[config.mk]
export PLATFORM = sky130hd
export DESIGN_NAME = pap_config_regs
export DESIGN_NICKNAME = d
export VERILOG_FILES = /design/src/core/pap_pkg.sv /design/src/core/pap_cal_if.sv /design/src/core/pap_cal_clk_div.sv /design/src/core/pap_autocal_seq.sv /design/src/core/pap_config_regs.sv
export SDC_FILE = /design/constraint.sdc
export NUM_CORES = 1
export LEC_CHECK = 0
export BUFFER_PORTS_ARGS = -buffer_cell sky130_fd_sc_hd__buf_2
export CORE_AREA = 4 4 125 127
export DETAILED_ROUTE_END_ITERATION = 10
export DIE_AREA = 0 0 129 131
export PLACE_DENSITY = 0.81
export SETUP_SLACK_MARGIN = 0.2
export SKIP_CTS_REPAIR_TIMING = 1
export SLEW_MARGIN = 25
export SYNTH_ARGS = -nofsm -noshare
export SYNTH_HDL_FRONTEND = slang
export SYNTH_SLANG_ARGS = --single-unit
[constraint.sdc]
create_clock -name clk_sys -period 5.9 [get_ports clk_sys]
set_input_delay 0.295 -clock clk_sys [delete_from_list [all_inputs] [get_ports clk_sys]]
set_output_delay 0.295 -clock clk_sys [all_outputs]
set_load 0.01 [all_outputs]
[src/core/pap_pkg.sv]
// pap_pkg: register map, field layout, reset values and timing constants
// assumes: shared by the configuration register top and its helper modules
package pap_pkg;

  localparam int unsigned DATA_W     = 24;
  localparam int unsigned ADDR_W     = 8;
  localparam int unsigned CURVE_W    = 8;
  localparam int unsigned EXACT_W    = 14;
  localparam int unsigned NDIV_W     = 19;

  // register offsets
  localparam logic [ADDR_W-1:0] VCO_CALIBRATION_CONFIG_ADDR   = 8'h0A;
  localparam logic [ADDR_W-1:0] PHASE_DETECTOR_CONTROL_ADDR   = 8'h0B;
  localparam logic [ADDR_W-1:0] EXACT_FREQUENCY_CHANNELS_ADDR = 8'h0C;

  // reset values
  localparam logic [DATA_W-1:0] VCO_CALIBRATION_CONFIG_RST   = 24'h002205;
  localparam logic [DATA_W-1:0] PHASE_DETECTOR_CONTROL_RST   = 24'h0F8061;
  localparam logic [DATA_W-1:0] EXACT_FREQUENCY_CHANNELS_RST = 24'h000000;

  // implemented bits per register, others read zero
  localparam logic [DATA_W-1:0] VCO_CALIBRATION_CONFIG_MASK   = 24'h01FFFF;
  localparam logic [DATA_W-1:0] PHASE_DETECTOR_CONTROL_MASK   = 24'hFFFFFF;
  localparam logic [DATA_W-1:0] EXACT_FREQUENCY_CHANNELS_MASK = 24'h003FFF;

  // calibration configuration fields
  localparam int unsigned VTUNE_RES_LSB    = 0;
  localparam int unsigned CURVE_ADJ_LSB    = 3;
  localparam int unsigned WAIT_SETUP_LSB   = 6;
  localparam int unsigned SAR_BITS_LSB     = 8;
  localparam int unsigned BYPASS_TUNE_BIT  = 11;
  localparam int unsigned NO_VSS_TRIG_BIT  = 12;
  localparam int unsigned CAL_CLK_SEL_LSB  = 13;
  localparam int unsigned XTAL_FALL_BIT    = 15;

  // phase detector control fields
  localparam int unsigned PFD_DELAY_LSB    = 0;
  localparam int unsigned PFD_SHORT_BIT    = 3;
  localparam int unsigned PFD_INVERT_BIT   = 4;
  localparam int unsigned PFD_UP_EN_BIT    = 5;
  localparam int unsigned PFD_DN_EN_BIT    = 6;
  localparam int unsigned CSP_LSB          = 7;
  localparam int unsigned CP_FORCE_UP_BIT  = 9;
  localparam int unsigned CP_FORCE_DN_BIT  = 10;
  localparam int unsigned CP_MID_RAIL_BIT  = 11;
  localparam int unsigned MDC_GATE_LSB     = 17;

  // timing
  localparam int unsigned CLK_PERIOD_PS    = 5000;
  localparam int unsigned STARTUP_WAIT     = 100;
  localparam int unsigned CSP_T1_PS        = 5400;
  localparam int unsigned CSP_T2_PS        = 14400;
  localparam int unsigned CSP_T3_PS        = 24100;
  localparam int unsigned CSP_T1_CYC       = (CSP_T1_PS + CLK_PERIOD_PS - 1) / CLK_PERIOD_PS;
  localparam int unsigned CSP_T2_CYC       = (CSP_T2_PS + CLK_PERIOD_PS - 1) / CLK_PERIOD_PS;
  localparam int unsigned CSP_T3_CYC       = (CSP_T3_PS + CLK_PERIOD_PS - 1) / CLK_PERIOD_PS;

  // divide limits for counter clock gating
  localparam logic [NDIV_W-1:0] MDC_LIMIT_SMALL = 19'd128;
  localparam logic [NDIV_W-1:0] MDC_LIMIT_MID   = 19'd1023;

  localparam logic [EXACT_W-1:0] EXACT_MIN_ON   = 14'h0002;

  typedef enum logic [1:0] {
    PAP_ST_IDLE = 2'b00,
    PAP_ST_WAIT = 2'b01,
    PAP_ST_MEAS = 2'b10,
    PAP_ST_DONE = 2'b11
  } pap_cal_state_t;

  // measurement length in reference divider cycles
  function automatic logic [8:0] pap_meas_cycles(input logic [2:0] code);
    case (code)
      3'h0:    pap_meas_cycles = 9'h001;
      3'h1:    pap_meas_cycles = 9'h002;
      3'h2:    pap_meas_cycles = 9'h004;
      3'h3:    pap_meas_cycles = 9'h008;
      3'h4:    pap_meas_cycles = 9'h020;
      3'h5:    pap_meas_cycles = 9'h040;
      3'h6:    pap_meas_cycles = 9'h080;
      default: pap_meas_cycles = 9'h100;
    endcase
  endfunction : pap_meas_cycles

  // search length in bits
  function automatic logic [3:0] pap_sar_bits(input logic [1:0] code);
    pap_sar_bits = 4'h8 - {2'b00, code};
  endfunction : pap_sar_bits

endpackage : pap_pkg

[src/core/pap_cal_if.sv]
// pap_cal_if: link between the register top and the calibration sequencer
// assumes: single clock clk_sys, tick is a one-cycle enable
`timescale 1ns/1ps
interface pap_cal_if;
  import pap_pkg::*;
  logic               tick;
  logic [8:0]         meas_cycles;
  logic [1:0]         wait_code;
  logic [3:0]         sar_bits;
  logic [2:0]         curve_adj;
  logic               bypass;
  logic               start;
  logic               busy;
  logic               done;
  logic [CURVE_W-1:0] result;

  modport top (output tick, meas_cycles, wait_code, sar_bits, curve_adj, bypass, start,
               input busy, done, result);
  modport seq (input tick, meas_cycles, wait_code, sar_bits, curve_adj, bypass, start,
               output busy, done, result);
endinterface : pap_cal_if

[src/core/pap_cal_clk_div.sv]
// pap_cal_clk_div: calibration clock enable from the crystal reference
// assumes: xtal_ref is synchronous to clk_sys and slower than clk_sys / 2
`timescale 1ns/1ps
module pap_cal_clk_div
  import pap_pkg::*;
(
  input  wire logic       clk_sys,
  input  wire logic       rstn,
  input  wire logic       xtal_ref,
  input  wire logic [1:0] clk_sel,
  input  wire logic       fall_edge,
  output logic            tick
);

  logic       ref_q_reg;
  logic [4:0] cnt_reg;
  logic [4:0] cnt_next;
  logic       tick_reg;
  logic       tick_next;
  logic       edge_seen;
  logic [4:0] last_cnt;

  always_comb begin
    edge_seen = fall_edge ? (ref_q_reg & ~xtal_ref) : (~ref_q_reg & xtal_ref);
    case (clk_sel)
      2'h0:    last_cnt = 5'h00;
      2'h1:    last_cnt = 5'h03;
      2'h2:    last_cnt = 5'h0F;
      default: last_cnt = 5'h1F;
    endcase
    cnt_next  = cnt_reg;
    tick_next = 1'b0;
    if (edge_seen) begin
      if (cnt_reg >= last_cnt) begin
        cnt_next  = 5'h00;
        tick_next = 1'b1;
      end else begin
        cnt_next = cnt_reg + 5'h01;
      end
    end
  end

  always_ff @(posedge clk_sys or negedge rstn) begin
    if (!rstn) begin
      ref_q_reg <= 1'b0;
      cnt_reg   <= 5'h00;
      tick_reg  <= 1'b0;
    end else begin
      ref_q_reg <= xtal_ref;
      cnt_reg   <= cnt_next;
      tick_reg  <= tick_next;
    end
  end

  assign tick = tick_reg;

endmodule : pap_cal_clk_div

[src/core/pap_autocal_seq.sv]
// pap_autocal_seq: vco curve search by successive approximation
// assumes: ref_div_tick pulses once per reference divider cycle
`timescale 1ns/1ps
module pap_autocal_seq
  import pap_pkg::*;
(
  input  wire logic clk_sys,
  input  wire logic rstn,
  input  wire logic ref_div_tick,
  input  wire logic vco_above_target,
  pap_cal_if.seq    cal
);

  pap_cal_state_t     state_reg;
  pap_cal_state_t     state_next;
  logic [6:0]         wait_reg;
  logic [6:0]         wait_next;
  logic [8:0]         meas_reg;
  logic [8:0]         meas_next;
  logic [3:0]         bit_reg;
  logic [3:0]         bit_next;
  logic [3:0]         mnum_reg;
  logic [3:0]         mnum_next;
  logic [CURVE_W-1:0] sar_reg;
  logic [CURVE_W-1:0] sar_next;
  logic [CURVE_W-1:0] res_reg;
  logic [CURVE_W-1:0] res_next;
  logic               done_reg;
  logic               done_next;
  logic [CURVE_W-1:0] trial;
  logic [9:0]         adj_sum;

  always_comb begin
    state_next = state_reg;
    wait_next  = wait_reg;
    meas_next  = meas_reg;
    bit_next   = bit_reg;
    mnum_next  = mnum_reg;
    sar_next   = sar_reg;
    res_next   = res_reg;
    done_next  = 1'b0;
    trial      = sar_reg | (8'h01 << (bit_reg - 4'h1));
    adj_sum    = {2'b00, sar_reg} + {{7{cal.curve_adj[2]}}, cal.curve_adj};
    case (state_reg)
      PAP_ST_IDLE: begin
        if (cal.start) begin
          if (cal.bypass) begin
            state_next = PAP_ST_DONE;
          end else begin
            state_next = PAP_ST_WAIT;
            wait_next  = 7'h00;
            bit_next   = cal.sar_bits;
            mnum_next  = 4'h0;
            sar_next   = 8'h00;
          end
        end
      end
      PAP_ST_WAIT: begin
        if (cal.tick) begin
          if (wait_reg == 7'(STARTUP_WAIT - 1)) begin
            state_next = PAP_ST_MEAS;
            meas_next  = 9'h000;
          end else begin
            wait_next = wait_reg + 7'h01;
          end
        end
      end
      PAP_ST_MEAS: begin
        if (ref_div_tick) begin
          if (meas_next == cal.meas_cycles - 9'h001 || meas_reg == cal.meas_cycles - 9'h001) begin
            if (vco_above_target) begin
              sar_next = trial;
            end
            bit_next  = bit_reg - 4'h1;
            mnum_next = mnum_reg + 4'h1;
            meas_next = 9'h000;
            if (bit_reg == 4'h1) begin
              state_next = PAP_ST_DONE;
            end else if (mnum_reg < {2'b00, cal.wait_code}) begin
              state_next = PAP_ST_WAIT;
              wait_next  = 7'h00;
            end
          end else begin
            meas_next = meas_reg + 9'h001;
          end
        end
      end
      PAP_ST_DONE: begin
        if (!cal.bypass) begin
          if (adj_sum[9]) begin
            res_next = 8'h00;
          end else if (adj_sum[8]) begin
            res_next = 8'hFF;
          end else begin
            res_next = adj_sum[7:0];
          end
        end
        done_next  = 1'b1;
        state_next = PAP_ST_IDLE;
      end
      default: state_next = PAP_ST_IDLE;
    endcase
  end

  always_ff @(posedge clk_sys or negedge rstn) begin
    if (!rstn) begin
      state_reg <= PAP_ST_IDLE;
      wait_reg  <= 7'h00;
      meas_reg  <= 9'h000;
      bit_reg   <= 4'h0;
      mnum_reg  <= 4'h0;
      sar_reg   <= 8'h00;
      res_reg   <= 8'h00;
      done_reg  <= 1'b0;
    end else begin
      state_reg <= state_next;
      wait_reg  <= wait_next;
      meas_reg  <= meas_next;
      bit_reg   <= bit_next;
      mnum_reg  <= mnum_next;
      sar_reg   <= sar_next;
      res_reg   <= res_next;
      done_reg  <= done_next;
    end
  end

  assign cal.busy   = (state_reg != PAP_ST_IDLE);
  assign cal.done   = done_reg;
  assign cal.result = res_reg;

endmodule : pap_autocal_seq

[src/core/pap_config_regs.sv]
// pap_config_regs: calibration, phase detector and exact frequency registers
// assumes: register port and all pin inputs synchronous to clk_sys
//
// Behaviour
// resolution code picks measurement length
// curve adjust offsets result, signed code
// hundred-tick wait at start, and after each of the first wait_code measurements only
// software keeps search bit code zero
// bypass clear means automatic calibration runs
// trigger disable blocks forwarded vco transfers
// calibration clock is reference divided
// edge select picks falling reference edge
// reset path delay select driven out
// short bit ties detector inputs together
// invert bit swaps detector polarity
// up and down outputs separately enabled
// slip prevention boosts beyond error threshold
// test bits force up, down, mid rail
// software programs reserved and bias fields
// counter clock gating by divide value
// software programs upper reserved fields zero
// channel count two or more enables mode
// exact mode modulus given to modulator
// fields reset, update on write, read back
`timescale 1ns/1ps
module pap_config_regs
  import pap_pkg::*;
(
  input  wire logic               clk_sys,
  input  wire logic               rstn,
  input  wire logic               reg_wr,
  input  wire logic               reg_rd,
  input  wire logic [ADDR_W-1:0]  reg_addr,
  input  wire logic [DATA_W-1:0]  reg_wdata,
  output logic      [DATA_W-1:0]  reg_rdata,
  output logic                    reg_rvalid,
  input  wire logic               xtal_ref,
  input  wire logic               ref_div_tick,
  input  wire logic               vco_above_target,
  input  wire logic               cal_start,
  output logic                    cal_busy,
  output logic                    cal_done,
  output logic      [CURVE_W-1:0] vco_curve,
  output logic                    cal_clk_tick,
  input  wire logic               vco_xfer_req,
  output logic                    vco_xfer_fwd,
  input  wire logic               pfd_ref_in,
  input  wire logic               pfd_div_in,
  output logic                    pfd_up,
  output logic                    pfd_down,
  output logic      [2:0]         pfd_reset_delay_select,
  output logic                    csp_boost,
  output logic                    cp_force_up,
  output logic                    cp_force_down,
  output logic                    cp_mid_rail,
  input  wire logic [NDIV_W-1:0]  main_divide_value,
  output logic                    main_divide_counter_clk_en,
  output logic                    exact_freq_enable,
  output logic      [EXACT_W-1:0] exact_modulus
);

  logic [DATA_W-1:0]  cal_cfg_reg;
  logic [DATA_W-1:0]  cal_cfg_next;
  logic [DATA_W-1:0]  pfd_ctl_reg;
  logic [DATA_W-1:0]  pfd_ctl_next;
  logic [DATA_W-1:0]  exact_reg;
  logic [DATA_W-1:0]  exact_next;
  logic [DATA_W-1:0]  rdata_reg;
  logic [DATA_W-1:0]  rdata_next;
  logic               rvalid_reg;
  logic               rvalid_next;
  logic               fwd_reg;
  logic               fwd_next;
  logic               ref_q_reg;
  logic               div_q_reg;
  logic               up_reg;
  logic               up_next;
  logic               dn_reg;
  logic               dn_next;
  logic [3:0]         err_reg;
  logic [3:0]         err_next;
  logic               boost_reg;
  logic               boost_next;
  logic               gate_reg;
  logic               gate_next;
  logic               exen_reg;
  logic               exen_next;
  logic [EXACT_W-1:0] exmod_reg;
  logic [EXACT_W-1:0] exmod_next;
  logic               det_b;
  logic               ref_rise;
  logic               div_rise;
  logic [3:0]         csp_limit;
  logic [1:0]         csp_code;
  logic [1:0]         gate_code;
  logic [EXACT_W-1:0] chan;
  logic               cal_tick;

  pap_cal_if cal_bus ();

  pap_cal_clk_div u_clk_div (
    .clk_sys   (clk_sys),
    .rstn      (rstn),
    .xtal_ref  (xtal_ref),
    .clk_sel   (cal_cfg_reg[CAL_CLK_SEL_LSB +: 2]),
    .fall_edge (cal_cfg_reg[XTAL_FALL_BIT]),
    .tick      (cal_tick)
  );

  pap_autocal_seq u_autocal (
    .clk_sys          (clk_sys),
    .rstn             (rstn),
    .ref_div_tick     (ref_div_tick),
    .vco_above_target (vco_above_target),
    .cal              (cal_bus.seq)
  );

  // calibration configuration to the sequencer
  assign cal_bus.tick        = cal_tick;
  assign cal_bus.meas_cycles = pap_meas_cycles(cal_cfg_reg[VTUNE_RES_LSB +: 3]);
  assign cal_bus.wait_code   = cal_cfg_reg[WAIT_SETUP_LSB +: 2];
  assign cal_bus.sar_bits    = pap_sar_bits(cal_cfg_reg[SAR_BITS_LSB +: 2]);
  assign cal_bus.curve_adj   = cal_cfg_reg[CURVE_ADJ_LSB +: 3];
  assign cal_bus.bypass      = cal_cfg_reg[BYPASS_TUNE_BIT];
  assign cal_bus.start       = cal_start;

  // register port
  always_comb begin
    cal_cfg_next = cal_cfg_reg;
    pfd_ctl_next = pfd_ctl_reg;
    exact_next   = exact_reg;
    rdata_next   = rdata_reg;
    rvalid_next  = 1'b0;
    if (reg_wr) begin
      case (reg_addr)
        VCO_CALIBRATION_CONFIG_ADDR:   cal_cfg_next = reg_wdata & VCO_CALIBRATION_CONFIG_MASK;
        PHASE_DETECTOR_CONTROL_ADDR:   pfd_ctl_next = reg_wdata & PHASE_DETECTOR_CONTROL_MASK;
        EXACT_FREQUENCY_CHANNELS_ADDR: exact_next = reg_wdata & EXACT_FREQUENCY_CHANNELS_MASK;
        default: ;
      endcase
    end
    if (reg_rd) begin
      rvalid_next = 1'b1;
      case (reg_addr)
        VCO_CALIBRATION_CONFIG_ADDR:   rdata_next = cal_cfg_reg;
        PHASE_DETECTOR_CONTROL_ADDR:   rdata_next = pfd_ctl_reg;
        EXACT_FREQUENCY_CHANNELS_ADDR: rdata_next = exact_reg;
        default:                       rdata_next = 24'h000000;
      endcase
    end
  end

  // vco transfer forwarding
  always_comb begin
    fwd_next = vco_xfer_req & ~cal_cfg_reg[NO_VSS_TRIG_BIT];
  end

  // phase frequency detector with slip prevention
  always_comb begin
    det_b      = pfd_ctl_reg[PFD_SHORT_BIT] ? pfd_ref_in : pfd_div_in;
    ref_rise   = pfd_ref_in & ~ref_q_reg;
    div_rise   = det_b & ~div_q_reg;
    up_next    = up_reg | ref_rise;
    dn_next    = dn_reg | div_rise;
    if (up_next && dn_next) begin
      up_next = 1'b0;
      dn_next = 1'b0;
    end
    csp_code = pfd_ctl_reg[CSP_LSB +: 2];
    case (csp_code)
      2'h1:    csp_limit = 4'(CSP_T1_CYC);
      2'h2:    csp_limit = 4'(CSP_T2_CYC);
      default: csp_limit = 4'(CSP_T3_CYC);
    endcase
    err_next   = (up_reg ^ dn_reg) ? ((err_reg == 4'hF) ? err_reg : err_reg + 4'h1) : 4'h0;
    boost_next = (csp_code != 2'h0) && (up_reg ^ dn_reg) && (err_reg >= csp_limit);
  end

  // counter clock gating and exact frequency mode
  always_comb begin
    gate_code = pfd_ctl_reg[MDC_GATE_LSB +: 2];
    case (gate_code)
      2'h0:    gate_next = 1'b0;
      2'h1:    gate_next = main_divide_value < MDC_LIMIT_SMALL;
      2'h2:    gate_next = main_divide_value < MDC_LIMIT_MID;
      default: gate_next = 1'b1;
    endcase
    chan       = exact_reg[EXACT_W-1:0];
    exen_next  = chan >= EXACT_MIN_ON;
    exmod_next = exen_next ? chan : 14'h0000;
  end

  always_ff @(posedge clk_sys or negedge rstn) begin
    if (!rstn) begin
      cal_cfg_reg <= VCO_CALIBRATION_CONFIG_RST;
      pfd_ctl_reg <= PHASE_DETECTOR_CONTROL_RST;
      exact_reg   <= EXACT_FREQUENCY_CHANNELS_RST;
      rdata_reg   <= 24'h000000;
      rvalid_reg  <= 1'b0;
      fwd_reg     <= 1'b0;
      ref_q_reg   <= 1'b0;
      div_q_reg   <= 1'b0;
      up_reg      <= 1'b0;
      dn_reg      <= 1'b0;
      err_reg     <= 4'h0;
      boost_reg   <= 1'b0;
      gate_reg    <= 1'b0;
      exen_reg    <= 1'b0;
      exmod_reg   <= 14'h0000;
    end else begin
      cal_cfg_reg <= cal_cfg_next;
      pfd_ctl_reg <= pfd_ctl_next;
      exact_reg   <= exact_next;
      rdata_reg   <= rdata_next;
      rvalid_reg  <= rvalid_next;
      fwd_reg     <= fwd_next;
      ref_q_reg   <= pfd_ref_in;
      div_q_reg   <= det_b;
      up_reg      <= up_next;
      dn_reg      <= dn_next;
      err_reg     <= err_next;
      boost_reg   <= boost_next;
      gate_reg    <= gate_next;
      exen_reg    <= exen_next;
      exmod_reg   <= exmod_next;
    end
  end

  // detector outputs with polarity swap and enables
  assign pfd_up   = pfd_ctl_reg[PFD_UP_EN_BIT] &
                    (pfd_ctl_reg[PFD_INVERT_BIT] ? dn_reg : up_reg);
  assign pfd_down = pfd_ctl_reg[PFD_DN_EN_BIT] &
                    (pfd_ctl_reg[PFD_INVERT_BIT] ? up_reg : dn_reg);

  assign pfd_reset_delay_select     = pfd_ctl_reg[PFD_DELAY_LSB +: 3];
  assign cp_force_up                = pfd_ctl_reg[CP_FORCE_UP_BIT];
  assign cp_force_down              = pfd_ctl_reg[CP_FORCE_DN_BIT];
  assign cp_mid_rail                = pfd_ctl_reg[CP_MID_RAIL_BIT];
  assign csp_boost                  = boost_reg;
  assign main_divide_counter_clk_en = gate_reg;
  assign exact_freq_enable          = exen_reg;
  assign exact_modulus              = exmod_reg;
  assign vco_xfer_fwd               = fwd_reg;
  assign reg_rdata                  = rdata_reg;
  assign reg_rvalid                 = rvalid_reg;
  assign cal_busy                   = cal_bus.busy;
  assign cal_done                   = cal_bus.done;
  assign vco_curve                  = cal_bus.result;
  assign cal_clk_tick               = cal_tick;

endmodule : pap_config_regs

==> impl_metrics.prom <==
# TYPE chip_impl_metric gauge
chip_impl_metric{name="core_region_area",unit="mm2"} 0.01442
chip_impl_metric{name="placement_rows",unit=""} 44
chip_impl_info{name="rsz_0062_raised_after_global_routing",value="false"} 1
chip_impl_metric{name="post-dp-hpwl",unit="mm"} 12.06
chip_impl_metric{name="total_switching_power",unit="uW"} 1052
chip_impl_info{name="layout.cells.most_common",value="sky130_fd_sc_hd__dfrtp_1"} 1
chip_impl_info{name="status",value="finished clean"} 1
chip_impl_metric{name="cts.reportedPaths.clkPinSlew",unit="ns"} 0.06
chip_impl_metric{name="leakagePower",unit="uW"} 0.004457
chip_impl_metric{name="vias_per_cell",unit=""} 5.811
chip_impl_metric{name="syn_inst",unit=""} 714
chip_impl_metric{name="syn_to_final_growth",unit="%"} 17.12
chip_impl_metric{name="finalWorstPathRequiredPeriod",unit="ns"} 3.539
chip_impl_metric{name="timing.slew.headroom",unit=""} 0.3620
chip_impl_metric{name="timing.critical_path.arrival",unit="ns"} 3.84
chip_impl_metric{name="vdd.ir_drop.worst",unit="V"} 0.0002433
chip_impl_info{name="crit_path_start",value="cal_cfg_reg[1]"} 1
chip_impl_metric{name="synthesis.area",unit="mm2"} 0.007791
chip_impl_info{name="dominantRegCellSynth",value="sky130_fd_sc_hd__dfrtp_1"} 1
chip_impl_metric{name="route.met3.wl",unit="mm"} 1.120
chip_impl_info{name="critical_path.reg2reg.startpoint",value="cal_cfg_reg[1]"} 1
chip_impl_metric{name="period_share",unit=""} 0.5999
chip_impl_metric{name="grt_start_max_net_pins",unit=""} 89
chip_impl_metric{name="cts_made_buffers",unit=""} 17
chip_impl_metric{name="drv_cap",unit=""} 0
chip_impl_info{name="end_kind",value="register"} 1
chip_impl_metric{name="synth-warning-count",unit=""} 0
chip_impl_metric{name="pwr-share-seq",unit=""} 0.408
chip_impl_metric{name="floorplan.die_area",unit="mm2"} 0.01690
chip_impl_metric{name="finalClockSkew",unit="ns"} 0.006482
chip_impl_metric{name="layout.cell_area.non_filler",unit="mm2"} 0.009125
chip_impl_metric{name="ant_nets",unit=""} 0
chip_impl_metric{name="antenna_violations_before_repair",unit=""} 0
chip_impl_metric{name="grt.overflow.total",unit=""} 0
chip_impl_metric{name="design.portCount",unit=""} 124
chip_impl_metric{name="grt_first_pass_wirelength",unit="mm"} 28.95
chip_impl_info{name="start_kind",value="register"} 1
chip_impl_metric{name="place_congestion",unit=""} 0.8307
chip_impl_metric{name="cts.sinks",unit=""} 156
chip_impl_metric{name="detail_route.first_pass.iterations",unit=""} 5
chip_impl_metric{name="num-nets-final",unit=""} 916
chip_impl_metric{name="seq_area_frac_synth",unit=""} 0.5030
chip_impl_info{name="top_layer_used",value="met4"} 1
chip_impl_metric{name="cp_max_fo",unit=""} 17
chip_impl_metric{name="share_comb_of_total_power",unit=""} 0.257
chip_impl_metric{name="worstRegToRegCells",unit=""} 9
chip_impl_metric{name="whs",unit="ns"} 0.1033
chip_impl_metric{name="initial_core_util",unit=""} 0.5402
chip_impl_info{name="worst_hold_path_type",value="primary input to register"} 1
chip_impl_metric{name="timing.final.setup_violations",unit=""} 0
chip_impl_info{name="cts_tree",value="built"} 1
chip_impl_metric{name="power_per_cell_area",unit="mW/mm2"} 356.8
chip_impl_metric{name="synth.distinct_cells",unit=""} 63
chip_impl_info{name="mostFrequentLayoutCells",value="144 x sky130_fd_sc_hd__dfrtp_1, 122 x sky130_fd_sc_hd__buf_2, 57 x sky130_fd_sc_hd__mux2_2, 44 x sky130_fd_sc_hd__nand2_1, 43 x sky130_fd_sc_hd__inv_1"} 1
chip_impl_metric{name="all_layer_gr_usage",unit=""} 0.2157
chip_impl_metric{name="dr_wl_met2",unit="mm"} 8.480
chip_impl_metric{name="io_buffer_count",unit=""} 123
chip_impl_info{name="setup.worst_path.end",value="u_autocal.mnum_reg[0]"} 1
chip_impl_metric{name="post_synthesis_net_count",unit=""} 809
chip_impl_metric{name="fp.dieH",unit="um"} 131
chip_impl_metric{name="synth-edff-count",unit=""} 0
chip_impl_metric{name="share_clk_of_total_power",unit=""} 0.335
chip_impl_metric{name="yosys_register_bits",unit=""} 156
chip_impl_info{name="worst-setup-path-type",value="register to register"} 1
chip_impl_metric{name="fin_tns_setup",unit="ns"} 0
chip_impl_metric{name="switching_share",unit=""} 0.3230
chip_impl_metric{name="asyncSetResetFlopFracSynth",unit=""} 1.000
chip_impl_metric{name="synthesis.area_per_instance",unit="um2"} 10.91
chip_impl_metric{name="timing.reg2reg.setup_slack",unit="ns"} 2.36
chip_impl_info{name="critical_path.reg2reg.endpoint",value="u_autocal.mnum_reg[0]"} 1
chip_impl_metric{name="grt_pass1_vias",unit=""} 5851
chip_impl_metric{name="via_count",unit=""} 5916
chip_impl_metric{name="drt-initial-drc-count",unit=""} 533
chip_impl_metric{name="p_int",unit="uW"} 2204
chip_impl_metric{name="fmaxAchievable",unit="MHz"} 282.5
chip_impl_info{name="cts-root-buf",value="sky130_fd_sc_hd__clkbuf_16"} 1
chip_impl_metric{name="hold_viol_final",unit=""} 0
chip_impl_metric{name="antenna_cells",unit=""} 0
chip_impl_metric{name="num-fill-cells",unit=""} 1136
chip_impl_metric{name="routed_wire_length_per_instance",unit="um"} 17.25
chip_impl_info{name="yosys_top_cell_by_area",value="sky130_fd_sc_hd__dfrtp_1"} 1
chip_impl_metric{name="detailed_place.area",unit="mm2"} 0.008497
chip_impl_metric{name="critical_path_required",unit="ns"} 6.20
chip_impl_metric{name="die_x",unit="um"} 129
chip_impl_metric{name="cts_buffer_depth",unit=""} 2
chip_impl_metric{name="remaining_design_rule_violation_count",unit=""} 0
chip_impl_metric{name="drt-total-wl",unit="mm"} 17.56
chip_impl_metric{name="fraction_of_synthesized_cell_area_taken_by_the_top_area_cell_type",unit=""} 0.4625
chip_impl_info{name="yosys-top-cells-area",value="sky130_fd_sc_hd__dfrtp_1 46%, sky130_fd_sc_hd__mux2_2 8.2%, sky130_fd_sc_hd__ha_1 5.1%"} 1
chip_impl_metric{name="worst_slew_pin_slew",unit="ns"} 0.9328
chip_impl_metric{name="layout_cells_sized_above_1",unit=""} 0.3034
chip_impl_metric{name="h-tree-depth",unit=""} 4
chip_impl_metric{name="routedLengthMet1",unit="mm"} 7.637
chip_impl_metric{name="final-max-slew-violation-count",unit=""} 0
chip_impl_metric{name="worstSkewPairLatency",unit="ns"} 0.42
metrics by stage:
step | std cells | power [uW] | util | worst slack [ns]
after floorplan | 714 | 1968 | - | 3.127
after global placement | 982 | 2143 | 0.5885 | 2.520
after detailed placement | 982 | 2174 | 0.5891 | 2.416
after CTS | 1014 | 3271 | 0.6298 | 2.397
after global routing | 1018 | 3446 | 0.6326 | 2.113
final | 1018 | 3256 | 0.6326 | 2.361
logic make-up after synthesis:
family	after synthesis	synth area share
AOI/OAI and AO/OA	165	0.1516
DFF	156	0.5030
buffers and inverters	86	0.04705
muxes	65	0.09395
adders and majority gates	33	0.05396
and+or+nand+nor	192	0.1314
xor gates and xnor gates	17	0.01911
worst max-delay path, stage by stage (launching register included):
cell and delay [ns]:
sky130_fd_sc_hd__dfrtp_1 0.50, sky130_fd_sc_hd__or3_1 0.37, sky130_fd_sc_hd__ha_1 0.30, sky130_fd_sc_hd__and3_1 0.21, sky130_fd_sc_hd__a211oi_2 0.23, sky130_fd_sc_hd__xnor2_1 0.13, sky130_fd_sc_hd__a311oi_4 0.30, sky130_fd_sc_hd__and2_1 0.71
sky130_fd_sc_hd__a21oi_4 0.29, sky130_fd_sc_hd__mux2_4 0.36
cell usage after synthesis, types with 2 or more instances:
master,number
sky130_fd_sc_hd__a211oi_1,4
sky130_fd_sc_hd__a21o_1,12
sky130_fd_sc_hd__a21oi_1,19
sky130_fd_sc_hd__a222oi_1,14
sky130_fd_sc_hd__a22o_1,11
sky130_fd_sc_hd__a22oi_1,4
sky130_fd_sc_hd__a31oi_1,8
sky130_fd_sc_hd__and2_1,6
sky130_fd_sc_hd__and3_1,10
sky130_fd_sc_hd__buf_1,5
sky130_fd_sc_hd__buf_2,2
sky130_fd_sc_hd__buf_4,4
sky130_fd_sc_hd__buf_6,2
sky130_fd_sc_hd__clkbuf_1,29
sky130_fd_sc_hd__dfrtp_1,144
sky130_fd_sc_hd__dfstp_2,12
sky130_fd_sc_hd__ha_1,32
sky130_fd_sc_hd__inv_1,43
sky130_fd_sc_hd__mux2_2,57
sky130_fd_sc_hd__mux2_4,2
sky130_fd_sc_hd__mux2i_1,6
sky130_fd_sc_hd__nand2_1,44
sky130_fd_sc_hd__nand2b_1,10
sky130_fd_sc_hd__nand3_1,32
sky130_fd_sc_hd__nand4_1,4
sky130_fd_sc_hd__nor2_1,33
sky130_fd_sc_hd__nor2b_1,14
sky130_fd_sc_hd__nor3_1,16
sky130_fd_sc_hd__nor3b_1,2
sky130_fd_sc_hd__nor4_1,5
sky130_fd_sc_hd__nor4b_4,2
sky130_fd_sc_hd__o211ai_1,3
sky130_fd_sc_hd__o21a_1,7
sky130_fd_sc_hd__o21ai_0,34
sky130_fd_sc_hd__o21ai_2,7
sky130_fd_sc_hd__o21ba_2,2
sky130_fd_sc_hd__o21bai_1,2
sky130_fd_sc_hd__o22ai_1,19
sky130_fd_sc_hd__o31ai_1,10
sky130_fd_sc_hd__or2_2,3
sky130_fd_sc_hd__or3_1,2
sky130_fd_sc_hd__xnor2_1,15
sky130_fd_sc_hd__xor2_1,2
routing by layer:
metal / vias to the layer above / global-route usage
met2: 202 / 0.3573
li1: 2792 / -
met5: - / 0
met1: 2892 / 0.2809
met3: 30 / 0.05285
met4: 0 / 0.07041
worst min-delay path by stage:
| stage | from | end | cells after the start |
|---|---|---|---|
| 5_1_grt | reg_wdata[17] | pfd_ctl_reg[17] | 2 |
| 2_1_floorplan | rstn | cal_cfg_reg[10] | 0 |
| 3_5_place_dp | rstn | err_reg[2] | 1 |
| 3_3_place_gp | rstn | err_reg[2] | 1 |
| 4_1_cts | rstn | pfd_ctl_reg[10] | 1 |
| 6_report | reg_wdata[17] | pfd_ctl_reg[17] | 2 |
power groups by stage:
stage | Clock [uW] | Combinational [uW] | Sequential [uW]
floorplan | 0 | 642 | 1330
global placement | 0 | 803 | 1340
detailed placement | 0 | 827 | 1350
CTS | 1100 | 838 | 1330
global route | 1150 | 948 | 1350
finish | 1090 | 837 | 1330
area by class of cell:
type	count	area, um2	share of cell area
inverter	43	161.4	0.01769
timing repair buffer	131	693.2	0.07596
sequential	156	3919	0.4295
multi-input combinational	472	3535	0.3874
clock inverter	12	150.1	0.01645
tap	184	230.2	0.02523
clock buffer	20	436.7	0.04785
Power figures use the tool's default switching activity.
